## config.mk

```make
export PLATFORM = sky130hd
export DESIGN_NAME = tlic_ctrl
export DESIGN_NICKNAME = d
export VERILOG_FILES = /design/src/rtl/tlic_pkg.sv /design/src/rtl/tlic_ctrl.sv /design/src/rtl/tlic_ext_flag.sv /design/src/rtl/tlic_prio_pick.sv
export SDC_FILE = /design/constraint.sdc
export NUM_CORES = 1
export LEC_CHECK = 0
export BUFFER_PORTS_ARGS = -buffer_cell sky130_fd_sc_hd__buf_2
export CORE_ASPECT_RATIO = 1.5
export CORE_MARGIN = 1
export CORE_UTILIZATION = 50
export DETAILED_ROUTE_END_ITERATION = 8
export PLACE_DENSITY = 0.79
export REMOVE_ABC_BUFFERS = 1
export SETUP_SLACK_MARGIN = 0.5
export SLEW_MARGIN = 20
export SYNTH_ARGS = -nofsm -noshare
export SYNTH_HDL_FRONTEND = slang
export SYNTH_HIERARCHICAL = 1
export SYNTH_SLANG_ARGS = --single-unit
export TNS_END_PERCENT = 5
```

## constraint.sdc

```tcl
create_clock -name MCLK -period 4.05 [get_ports MCLK]
set_input_delay 0.405 -clock MCLK [delete_from_list [all_inputs] [get_ports MCLK]]
set_output_delay 0.405 -clock MCLK [all_outputs]
set_load 0.005 [all_outputs]
```

## src/rtl/tlic_pkg.sv

```systemverilog
// shared constants and types of the two-level interrupt controller
package tlic_pkg;

    localparam int NUM_SRC  = 12;
    localparam int NUM_FLAG = 15;
    localparam int NUM_SOFT = 9;

    // machine cycle of four clocks, phases C1..C4 coded 0..3
    localparam int         CLKS_PER_MC   = 4;
    localparam logic [1:0] PHASE_THREE   = 2'h2;
    localparam logic [1:0] PHASE_LAST    = 2'h3;
    localparam logic [1:0] PHASE_RESET   = 2'h0;
    localparam logic [1:0] CALL_MC_LAST  = 2'h3;
    localparam int         CALL_MCYCLES  = 4;
    localparam int         MIN_LATENCY_MC = 5;
    localparam int         MAX_LATENCY_MC = 12;
    localparam int         MAX_LATENCY_CLK = MAX_LATENCY_MC * CLKS_PER_MC;

    // source index, table order is also the tie-break order
    localparam logic [3:0] SRC_EXT0 = 4'h0;
    localparam logic [3:0] SRC_TF0  = 4'h1;
    localparam logic [3:0] SRC_EXT1 = 4'h2;
    localparam logic [3:0] SRC_TF1  = 4'h3;
    localparam logic [3:0] SRC_SER0 = 4'h4;
    localparam logic [3:0] SRC_TMR2 = 4'h5;
    localparam logic [3:0] SRC_SER1 = 4'h6;
    localparam logic [3:0] SRC_EXT2 = 4'h7;
    localparam logic [3:0] SRC_WDOG = 4'hB;

    // flag index for the software write port and the flag bus
    localparam logic [3:0] FLG_EXT0 = 4'h0;
    localparam logic [3:0] FLG_EXT1 = 4'h1;
    localparam logic [3:0] FLG_EXT2 = 4'h2;
    localparam logic [3:0] FLG_TF0  = 4'h6;
    localparam logic [3:0] FLG_TF1  = 4'h7;
    localparam logic [3:0] FLG_TF2  = 4'h8;
    localparam logic [3:0] FLG_TIMER2_EXTERNAL_FLAG = 4'h9;
    localparam logic [3:0] FLG_WD   = 4'hA;
    localparam logic [3:0] FLG_RX0  = 4'hB;
    localparam logic [3:0] FLG_TX0  = 4'hC;
    localparam logic [3:0] FLG_RX1  = 4'hD;
    localparam logic [3:0] FLG_TX1  = 4'hE;

    localparam logic       FLAG_RESET   = 1'b0;
    localparam logic       SAMPLE_RESET = 1'b1;
    localparam logic [15:0] VEC_RESET   = 16'h0000;

    localparam logic [15:0] VEC_TABLE [0:11] = '{
        16'h0003, 16'h000B, 16'h0013, 16'h001B, 16'h0023, 16'h002B,
        16'h003B, 16'h0043, 16'h004B, 16'h0053, 16'h005B, 16'h0063
    };

    typedef enum logic {
        ST_IDLE = 1'b0,
        ST_CALL = 1'b1
    } tlic_state_t;

endpackage

```

## src/rtl/tlic_ctrl.sv

```systemverilog
// two-level interrupt controller: flags, gating, priority, polling and vector call
`timescale 1ns/1ps
// Functional notes
// - ext2..5 flags sticky, auto-clear select clears on entry
// - timer0/1 overflow flags cleared on vectoring
// - timer2 request ORs two flags, never hardware-cleared
// - watchdog flag requests only when its enable set
// - serial request ORs rx/tx done, software clears
// - software may set or clear every flag
// - per-source enables, global gate spares power-fail
// - two levels, high never preempted by low
// - fixed tie-break order within one level
// - poll each machine cycle, vector only when allowed
// - denied requests are not remembered
// - ext0/1 flag cleared on vectoring only edge-mode
// - call pushes pc, not status word, loads vector
// - fixed vector address per source
// - service exit ends level, plain return does not
// - pins sampled phase three, timer0/1 flags set then
// - call lasts four machine cycles, five minimum
// - latency at most twelve machine cycles idle
// - edge mode high-then-low sets, level follows low
module tlic_ctrl #(
    parameter logic [15:0] PFAIL_VECTOR = 16'h0033
) (
    // clock and reset
    input  wire logic        MCLK,
    input  wire logic        RSTN,
    // external request pins
    input  wire logic [5:0]  EXT_PIN,
    // peripheral events, one-clock pulses
    input  wire logic        TF0_OVF,
    input  wire logic        TF1_OVF,
    input  wire logic        TF2_OVF,
    input  wire logic        TIMER2_EXTERNAL_FLAG_EVT,
    input  wire logic        WD_TIMEOUT,
    input  wire logic        RX0_DONE,
    input  wire logic        TX0_DONE,
    input  wire logic        RX1_DONE,
    input  wire logic        TX1_DONE,
    input  wire logic        POWER_FAIL_REQ,
    // configuration
    input  wire logic [11:0] SRC_ENABLE,
    input  wire logic        GLOBAL_GATE,
    input  wire logic [11:0] PRIO_HIGH,
    input  wire logic        EXT0_EDGE,
    input  wire logic        EXT1_EDGE,
    input  wire logic [3:0]  AUTO_CLEAR,
    // software flag write
    input  wire logic        FLAG_WR,
    input  wire logic [3:0]  FLAG_SEL,
    input  wire logic        FLAG_VAL,
    // core sequencer status
    input  wire logic        LAST_CYCLE,
    input  wire logic        CFG_WRITE,
    input  wire logic        EXIT_OP,
    // outputs to the core
    output logic [1:0]       MC_PHASE,
    output logic             CALL_ACTIVE,
    output logic             PUSH_LOW,
    output logic             PUSH_HIGH,
    output logic             PC_LOAD,
    output logic [15:0]      VEC_ADDR,
    output logic             IN_SERVICE_HI,
    output logic             IN_SERVICE_LO,
    output logic [14:0]      FLAGS
);
    ////////////////////////////////////////////////////////////////////////////
    logic [1:0]            phase_q;
    logic [1:0]            call_mc_q;
    tlic_pkg::tlic_state_t state_q;
    logic                  call_act_q;
    logic                  push_lo_q;
    logic                  push_hi_q;
    logic                  pc_load_q;
    logic [15:0]           vec_q;
    logic [15:0]           vec_d;
    logic                  ins_hi_q;
    logic                  ins_lo_q;
    logic [5:0]            ext_flag;
    logic [8:0]            soft_q;

    wire        p_three;
    wire        p_last;
    wire        call_end;
    wire        may_vector;
    wire [11:0] req;
    wire [11:0] active;
    wire        any_hi;
    wire        any_lo;
    wire [3:0]  idx_hi;
    wire [3:0]  idx_lo;
    wire        pfi_take;
    wire        hi_take;
    wire        lo_take;
    wire        poll_take;
    wire [3:0]  sel;
    wire        sel_is_hi;
    wire        exit_now;
    wire [5:0]  ext_clr;
    wire [8:0]  soft_set;
    wire [8:0]  soft_clr;

    assign p_three  = (phase_q == tlic_pkg::PHASE_THREE);
    assign p_last   = (phase_q == tlic_pkg::PHASE_LAST);
    assign call_end = (state_q == tlic_pkg::ST_CALL) && p_last && (call_mc_q == tlic_pkg::CALL_MC_LAST);

    ////////////////////////////////////////////////////////////////////////////
    // external request flags
    genvar g;
    generate
        for (g = 0; g < 6; g++) begin : g_ext
            localparam logic [3:0] K = 4'(int'(tlic_pkg::FLG_EXT0) + g);
            tlic_ext_flag u_flag (
                .clk       (MCLK),
                .rst_n     (RSTN),
                .pin       (EXT_PIN[g]),
                .sample_en (p_three),
                .edge_mode ((g == 0) ? EXT0_EDGE : (g == 1) ? EXT1_EDGE : 1'b1),
                .hw_clear  (ext_clr[g]),
                .sw_wr     (FLAG_WR && (FLAG_SEL == K)),
                .sw_val    (FLAG_VAL),
                .flag_q    (ext_flag[g])
            );
        end
    endgenerate

    // level-mode flags are never touched by hardware on entry
    assign ext_clr[0] = poll_take && !pfi_take && (sel == tlic_pkg::SRC_EXT0) && EXT0_EDGE;
    assign ext_clr[1] = poll_take && !pfi_take && (sel == tlic_pkg::SRC_EXT1) && EXT1_EDGE;
    generate
        for (g = 0; g < 4; g++) begin : g_hc
            assign ext_clr[g+2] = poll_take && !pfi_take && AUTO_CLEAR[g]
                                && (sel == 4'(int'(tlic_pkg::SRC_EXT2) + g));
        end
    endgenerate

    ////////////////////////////////////////////////////////////////////////////
    // peripheral flags; timer0/1 overflow only lands at phase three
    assign soft_set = {TX1_DONE, RX1_DONE, TX0_DONE, RX0_DONE, WD_TIMEOUT, TIMER2_EXTERNAL_FLAG_EVT, TF2_OVF,
                       TF1_OVF && p_three, TF0_OVF && p_three};
    assign soft_clr = {7'h00,
                       poll_take && !pfi_take && (sel == tlic_pkg::SRC_TF1),
                       poll_take && !pfi_take && (sel == tlic_pkg::SRC_TF0)};

    generate
        for (g = 0; g < tlic_pkg::NUM_SOFT; g++) begin : g_soft
            localparam logic [3:0] K = 4'(int'(tlic_pkg::FLG_TF0) + g);
            wire hit;
            assign hit = FLAG_WR && (FLAG_SEL == K);
            always_ff @(posedge MCLK or negedge RSTN) begin
                if (!RSTN) begin
                    soft_q[g] <= tlic_pkg::FLAG_RESET;
                end else begin
                    // set wins; serial, timer2 and watchdog flags clear only by write
                    soft_q[g] <= soft_set[g] | (hit ? FLAG_VAL : (soft_q[g] & ~soft_clr[g]));
                end
            end
        end
    endgenerate

    assign FLAGS = {soft_q, ext_flag};

    ////////////////////////////////////////////////////////////////////////////
    // request gating and priority resolution
    // soft_q order: tf0, tf1, tf2, timer2_external_flag, wd, rx0, tx0, rx1, tx1
    assign req = {soft_q[4],
                  ext_flag[5:2],
                  soft_q[7] | soft_q[8],
                  soft_q[2] | soft_q[3],
                  soft_q[5] | soft_q[6],
                  soft_q[1],
                  ext_flag[1],
                  soft_q[0],
                  ext_flag[0]};
    assign active = req & SRC_ENABLE & {12{GLOBAL_GATE}};

    tlic_prio_pick u_pick_hi (
        .req (active & PRIO_HIGH),
        .any (any_hi),
        .idx (idx_hi)
    );
    tlic_prio_pick u_pick_lo (
        .req (active & ~PRIO_HIGH),
        .any (any_lo),
        .idx (idx_lo)
    );

    // polled fresh every machine cycle, nothing pending is latched
    assign may_vector = p_last && (state_q == tlic_pkg::ST_IDLE) && LAST_CYCLE
                      && !CFG_WRITE && !EXIT_OP;
    assign pfi_take  = may_vector && POWER_FAIL_REQ && !ins_hi_q;
    assign hi_take   = may_vector && any_hi && !ins_hi_q;
    assign lo_take   = may_vector && any_lo && !ins_hi_q && !ins_lo_q;
    assign poll_take = pfi_take || hi_take || lo_take;
    assign sel       = hi_take ? idx_hi : idx_lo;
    assign sel_is_hi = pfi_take || hi_take;
    assign vec_d     = pfi_take ? PFAIL_VECTOR : tlic_pkg::VEC_TABLE[sel];
    assign exit_now  = p_last && LAST_CYCLE && EXIT_OP;

    ////////////////////////////////////////////////////////////////////////////
    // machine cycle phase
    always_ff @(posedge MCLK or negedge RSTN) begin
        if (!RSTN) begin
            phase_q <= tlic_pkg::PHASE_RESET;
        end else begin
            phase_q <= phase_q + 2'h1;
        end
    end

    // hardware call: four machine cycles, pc pushed low then high, then loaded
    always_ff @(posedge MCLK or negedge RSTN) begin
        if (!RSTN) begin
            state_q    <= tlic_pkg::ST_IDLE;
            call_mc_q  <= 2'h0;
            call_act_q <= 1'b0;
            vec_q      <= tlic_pkg::VEC_RESET;
        end else begin
            unique case (state_q)
                tlic_pkg::ST_IDLE: begin
                    if (poll_take) begin
                        state_q    <= tlic_pkg::ST_CALL;
                        call_mc_q  <= 2'h0;
                        call_act_q <= 1'b1;
                        vec_q      <= vec_d;
                    end
                end
                tlic_pkg::ST_CALL: begin
                    if (call_end) begin
                        state_q    <= tlic_pkg::ST_IDLE;
                        call_act_q <= 1'b0;
                    end else if (p_last) begin
                        call_mc_q  <= call_mc_q + 2'h1;
                    end
                end
            endcase
        end
    end

    // status word is not saved: only pc pushes are strobed
    always_ff @(posedge MCLK or negedge RSTN) begin
        if (!RSTN) begin
            push_lo_q <= 1'b0;
            push_hi_q <= 1'b0;
            pc_load_q <= 1'b0;
        end else begin
            push_lo_q <= (state_q == tlic_pkg::ST_CALL) && p_last && (call_mc_q == 2'h0);
            push_hi_q <= (state_q == tlic_pkg::ST_CALL) && p_last && (call_mc_q == 2'h1);
            pc_load_q <= call_end;
        end
    end

    // in-service per level; exit ends the highest active one
    always_ff @(posedge MCLK or negedge RSTN) begin
        if (!RSTN) begin
            ins_hi_q <= 1'b0;
            ins_lo_q <= 1'b0;
        end else begin
            ins_hi_q <= (poll_take && sel_is_hi) || (ins_hi_q && !exit_now);
            ins_lo_q <= (poll_take && !sel_is_hi) || (ins_lo_q && !(exit_now && !ins_hi_q));
        end
    end

    assign MC_PHASE      = phase_q;
    assign CALL_ACTIVE   = call_act_q;
    assign PUSH_LOW      = push_lo_q;
    assign PUSH_HIGH     = push_hi_q;
    assign PC_LOAD       = pc_load_q;
    assign VEC_ADDR      = vec_q;
    assign IN_SERVICE_HI = ins_hi_q;
    assign IN_SERVICE_LO = ins_lo_q;
endmodule // tlic_ctrl

```

## src/rtl/tlic_ext_flag.sv

```systemverilog
// one external request pin: sampler, edge detector and request flag
`timescale 1ns/1ps
module tlic_ext_flag (
    // clock and reset
    input  wire logic clk,
    input  wire logic rst_n,
    // pin and sampling
    input  wire logic pin,
    input  wire logic sample_en,
    input  wire logic edge_mode,
    // flag control
    input  wire logic hw_clear,
    input  wire logic sw_wr,
    input  wire logic sw_val,
    output logic      flag_q
);
    logic prev_q;
    logic flag_d;
    wire  fell;

    assign fell = sample_en & prev_q & ~pin;

    // set wins over every clear; level mode follows the low pin each sample
    assign flag_d = edge_mode ? (fell | (sw_wr ? sw_val : (flag_q & ~hw_clear)))
                  : sample_en ? (~pin | (sw_wr & sw_val))
                  : (sw_wr ? sw_val : flag_q);

    always_ff @(posedge clk or negedge rst_n) begin
        if (!rst_n) begin
            prev_q <= tlic_pkg::SAMPLE_RESET;
            flag_q <= tlic_pkg::FLAG_RESET;
        end else begin
            if (sample_en) begin
                prev_q <= pin;
            end
            flag_q <= flag_d;
        end
    end
endmodule // tlic_ext_flag

```

## src/rtl/tlic_prio_pick.sv

```systemverilog
// fixed-order pick of the first request in a group
`timescale 1ns/1ps
module tlic_prio_pick (
    // requests, bit 0 is served first
    input  wire logic [11:0] req,
    // result
    output logic             any,
    output logic [3:0]       idx
);
    assign any = |req;

    always_comb begin
        idx = 4'h0;
        for (int i = tlic_pkg::NUM_SRC - 1; i >= 0; i--) begin
            if (req[i]) begin
                idx = 4'(i);
            end
        end
    end
endmodule // tlic_prio_pick

```

Word level (Yosys, flattened, before mapping) --
Memories as Yosys holds them, arrays and structs flattened. Cells that the tools add are included.
Cells by class: add/subtract/negate cells 2, order comparisons 1, equal/unequal tests 29, multiplexer cells 59, bitwise operators 63, reductions and logical operators 76
Operator list (number):
- $mux W4 | 25
- $logic_and A1 B1 Y1 | 54
- $and A12 B12 Y12 | 4
- $mux W16 | 3
- $eq A4 B4 Y1 const B | 10
- $mux W1 | 25
- $reduce_or A12 Y1 | 2
- $and A1 B1 Y1 | 22
- $eq A4 B3 Y1 const B | 5
- $or A1 B1 Y1 | 20
- $eq A4 B2 Y1 const B | 4
- $not A1 Y1 | 15
- $not A12 Y12 | 1
- $eq A4 B1 Y1 const B | 2
- $logic_not A1 Y1 | 8
- $logic_not A4 Y1 | 2
- $eq A2 B2 Y1 const B | 3
- $mux W2 | 3
- $reduce_bool A3 Y1 | 2
- $ge A5 B5 Y1 const B | 1
- $not A4 Y5 | 1
- $add A2 B1 Y2 const B | 2
- $logic_or A1 B1 Y1 | 4
- $ne A2 B1 Y1 const B | 2
- other kinds (7) | 10
Storage, ports and cells: register bits after elaboration 48, memory bits (read-only) 256, output and inout bits 39, memories 1
Memory list:
- (name not given) | depth 16, width 16, read ports 1, clocked after Yosys merged registers in 0, write ports 0, RTL line tlic_ctrl.sv:198 | assign vec_d = pfi_take ? PFAIL_VECTOR : tlic_pkg::VEC_TABLE[sel];

Logic depth before layout (Yosys ltp) --
depth in word-level cells 25, mapped depth 16

Hierarchy --
Netlist, hierarchy kept.
By module, submodules not included:
- tlic_ctrl | times used 1, cells each 226, area an instance 1820.5 um2
- tlic_ext_flag | times used 6, cells each 9, area an instance 112.6 um2
- tlic_prio_pick | times used 2, cells each 22, area an instance 128.9 um2

Worst setup path before layout --
Ideal clock, no wire load.
kind input to register, start point input port GLOBAL_GATE, end point register g_ext[2].u_flag.flag_q, setup time 0.086 ns, arrival 3.270 ns, data required time 3.964 ns, path slack 0.694 ns, stages 16, path buffers 2, path through clkbuf_1 -> nand3_1 -> nor2_1 -> nor4_2 -> nand3_1 -> clkbuf_1 -> inv_2 -> nor3_4 -> mux2i_1 -> inv_1 -> ha_1 -> nand3_1 -> o21ai_0 -> and4_1 -> mux2_1 -> o221ai_2
Between the ends: elaborated cells between the ends (all ways) 45, those cells by class eq/ne: 1; mux: 26; bitwise: 6; reduce/logical: 12
RTL lines:
- start: declaration | RTL line tlic_ctrl.sv:44 | input wire logic GLOBAL_GATE,
- $and A12 B12 Y12 (*) | RTL line tlic_ctrl.sv:176 | assign active = req & SRC_ENABLE & {12{GLOBAL_GATE}};
- $and A12 B12 Y12 (*) | RTL line tlic_ctrl.sv:179 | .req (active & PRIO_HIGH),
- $reduce_or A12 Y1 (*) | RTL line tlic_prio_pick.sv:10 | assign any = |req;
- named net any_hi | RTL line tlic_ctrl.sv:89 | wire any_hi;
- $logic_and A1 B1 Y1 (*) (2 in series) | RTL line tlic_ctrl.sv:193 | assign hi_take = may_vector && any_hi && !ins_hi_q;
- branches (longest 4 deep; another with $mux W4)
- $logic_and A1 B1 Y1 (*) | RTL line tlic_ctrl.sv:134 | && (sel == 4'(int'(tlic_pkg::SRC_EXT2) + g));
- named net ext_clr[2] | RTL line tlic_ctrl.sv:100 | wire [5:0] ext_clr;
- $not A1 Y1 (*) | RTL line tlic_ext_flag.sv:24 | assign flag_d = edge_mode ? (fell | (sw_wr ? sw_val : (flag_q & ~hw_clear)))
- $and A1 B1 Y1 (*) | RTL line tlic_ext_flag.sv:24
- $mux W1 (*) | RTL line tlic_ext_flag.sv:24
- $or A1 B1 Y1 (*) | RTL line tlic_ext_flag.sv:24
- end signal: assignment | RTL line tlic_ext_flag.sv:31 | flag_q <= tlic_pkg::FLAG_RESET;
- end signal: assignment | RTL line tlic_ext_flag.sv:36 | flag_q <= flag_d;
- end: declaration | RTL line tlic_ext_flag.sv:15 | output logic flag_q
Mark *: on every way through the listed nets, which the timed path passes. A chain may end at the register's enable or synchronous reset.

Final worst setup path --
start point register g_ext[2].u_flag.flag_q, end point register g_ext[2].u_flag.flag_q
Between the ends: elaborated cells between the ends (all ways) 38, those cells by class eq/ne: 1; mux: 18; bitwise: 7; reduce/logical: 12
RTL lines (RTL line):
- $and A12 B12 Y12 (*) (2 in series) | tlic_ctrl.sv:176
- $and A12 B12 Y12 (*) | tlic_ctrl.sv:179
- $reduce_or A12 Y1 (*) | tlic_prio_pick.sv:10
- named net any_hi | tlic_ctrl.sv:89
- $logic_and A1 B1 Y1 (*) (2 in series) | tlic_ctrl.sv:193
- branches (longest 4 deep; another with $mux W4)
- $logic_and A1 B1 Y1 (*) | tlic_ctrl.sv:134
- named net ext_clr[2] | tlic_ctrl.sv:100
- $not A1 Y1 (*) | tlic_ext_flag.sv:24
- $and A1 B1 Y1 (*) | tlic_ext_flag.sv:24
- $mux W1 (*) | tlic_ext_flag.sv:24
- $or A1 B1 Y1 (*) | tlic_ext_flag.sv:24
Marks and branches as above.

==> results.yml <==
power:
  power_density_mw_per_mm2: 317
  ir_drop_v: 0.000185
  p_leak_nw: 1.58
timing:
  hold_slack_ps: 201
  max_freq_ghz: 0.310
  tightest_slew_ps: 823
  drv_slew: 0
  skew_ps: 2.90
  finalCritPeriodShare: 0.796
  tns_ps: 0
  setup_violations: 0
  hold_viol: 0
  finalCriticalPeriod_ps: 3220
  max_slew_margin: 0.451
  rsz0062_at_grt: "no"
placement:
  post-place-cells: 479
  place_area_sq_mm: 0.00323
  place_hpwl_mm: 5.78
  portBuffers: 86
  finalWeightedCongestion: 0.916
yosys:
  synth_cell_type_count: 45
  synth_flop_cell: "dfrtp_1"
  syn-mean-instance-area_sq_um: 8.50
  synth_edf_count: 0
  ys_seq_area_frac: 0.339
  synth_warnings: 6
  synthTopCellsByArea: "dfrtp_1, nor2_1, dfstp_2, ha_1, inv_1"
  synth_seq_cells: 37
  syn_area_sq_mm: 0.00275
  synth.most_common_cell: "nor2_1"
  yosysTopAreaCell: "dfrtp_1"
  netlist_top_cells_count: "nor2_1, dfrtp_1, inv_1"
  async_reset_ff_frac: 1.00
  synth_cells: 324
  synth_top_area_share: 0.282
grt:
  grt_usage: 0.259
  antenna_found_initial: 0
  grt.overflow.total: 0
  grt_pass1_vias: 2572
  grt_max_degree: 38
  grt_pass1_wl_mm: 11.6
routing:
  wl_per_cell_microns: 14.7
  drt-total-wl_mm: 7.14
  drc: 0
  drt-initial-drc-count: 100
  dr.pass1.iters: 4
  num_vias: 2660
  antenna_left: 0
  post_drt_via_cell_ratio: 5.46
status:
  outcome: "complete, no violations"
finish:
  final_layout_size_suffix_gt1_frac: 0.294
  multiInputGateArea_sq_mm: 0.00168
  regArea_sq_um: 933
  final_nets: 485
  area_growth_pct: 21.1
  fillers: 492
  diodes: 0
  fin_area_sq_mm: 0.00334
  stdcell_count: 487
run:
  max_cap_violations: 0
floorplan:
  dieHeight_microns: 92.9
  die_w_microns: 62.6
  start_util: 0.529
  fp.dieArea_sq_mm: 0.00581
  design.core.area_sq_mm: 0.00520
  ios: 97
  rows: 32
clock_network:
  numCtsBuffers: 5
  ctsResizeCount: 0
  clock_sinks: 37
  cts_tree: "done"
  cts_root_buffer: "clkbuf_8"
  clock_latency_ps: 290
  htree_levels: 2
  clk_pin_slew_ps: 70
  clockBufferDepth: 2
  cts_setup_buffers: 0
  hold_buffers: 0
setup_path:
  worstPathRequired_ps: 4270
  critPathKind: "flop to flop"
  cp-start-kind: "flop"
  critPathMaxFanout: 9
  endpoint_kind: "flop"
  worst-endpoint-arrival_ps: 3440
min_path:
  hold_class: "primary input to async pin"
[state kept, by name, indices dropped and copies added (netlist names)]
signal and flops:
PUSH_LOW 1, IN_SERVICE_LO 1, g_ext.u_flag/flag_q 6, FLAGS 9, PUSH_HIGH 1, PC_LOAD 1, VEC_ADDR 5, state_q 1
call_mc_q 2, IN_SERVICE_HI 1, g_ext.u_flag/prev_q 6, CALL_ACTIVE 1, MC_PHASE 2
[layout by cell type (no fill, tap or decap), types with 3 or more instances in the layout]
cell,n
mux2_1,6
a211oi_1,4
mux2_2,7
clkbuf_8,6
nor2_1,47
nand3_1,14
inv_2,4
nor2b_1,13
inv_1,28
o21ai_1,10
o311ai_1,5
and3_1,7
dfrtp_1,31
ha_1,9
conb_1,18
o21ai_0,4
o221ai_2,6
nand2b_1,12
nand2_1,20
dfstp_2,6
or2b_1,6
nor3_1,12
mux2i_1,9
nor4_2,3
a21oi_1,10
nor4_1,4
buf_2,86
o31ai_1,4
o211ai_1,4
[final timing paths]
check	from	to	slack, ps	cells after the start
setup / recovery	g_ext[2].u_flag/flag_q$_DFFE_PN0P_	g_ext[2].u_flag/flag_q$_DFFE_PN0P_	830	14
hold / removal	RSTN	PUSH_LOW$_DFF_PN0_	200	1
setup reg to reg	g_ext[2].u_flag/flag_q$_DFFE_PN0P_	g_ext[2].u_flag/flag_q$_DFFE_PN0P_	830	14
hold reg to reg	MC_PHASE[0]$_DFF_PN0_	MC_PHASE[0]$_DFF_PN0_	470	1
max in group asynchronous	RSTN	FLAGS[7]$_DFF_PN0_	3330	1
min in group MCLK	TX0_DONE	FLAGS[12]$_DFF_PN0_	290	2
[power by group]
part           switching [W]  leakage (nW)  total [W]  internal, W
sequential         0.0000460         0.416   0.000469     0.000423
combinational       0.000174          1.12   0.000315     0.000140
clock               0.000136        0.0455   0.000275     0.000139
total               0.000356          1.58    0.00106     0.000702
[critical path, cell delays in order, from the launching register on]
cell	delay, ps
dfrtp_1	460
nand3_1	130
nor2_1	270
nor4_4	100
nand3_2	150
inv_2	90
nor3_4	340
mux2i_1	350
inv_1	110
ha_1	270
nand3_1	120
o21ai_0	100
and4_1	210
mux2_1	310
o221ai_2	120
[cells by family after synthesis]
kind of cell    after synthesis  synth area share
buf+inv                      47            0.0791
mux                          22            0.0859
compound gates               57             0.164
other cells                   2           0.00273
fa+ha+maj                     9            0.0409
simple gates                150             0.289
flops                        37             0.339
[layout make-up]
| type | count | area share |
|---|---|---|
| Tap cell | 68 | 0.0255 |
| Sequential cell | 37 | 0.280 |
| Multi-Input combinational cell | 256 | 0.503 |
| Timing Repair Buffer | 86 | 0.129 |
| Inverter | 32 | 0.0360 |
| Clock buffer | 8 | 0.0270 |
[per-stage QoR]
stage | total power, W | util | setup slack, ps
after floorplan | 0.000653 | - | 1060
after global placement | 0.000774 | 0.621 | 638
after detailed placement | 0.000787 | 0.621 | 487
after CTS | 0.00106 | 0.638 | 730
after global routing | 0.00113 | 0.641 | 548
final | 0.00106 | 0.641 | 828
[per-layer routing]
metal / track usage / wire length, microns
met5: 0 / 0
met4: 0.149 / 231
met3: 0.0653 / 388
met2: 0.476 / 3830
met1: 0.261 / 2690
No activity file was read; power rests on OpenSTA's default activity.
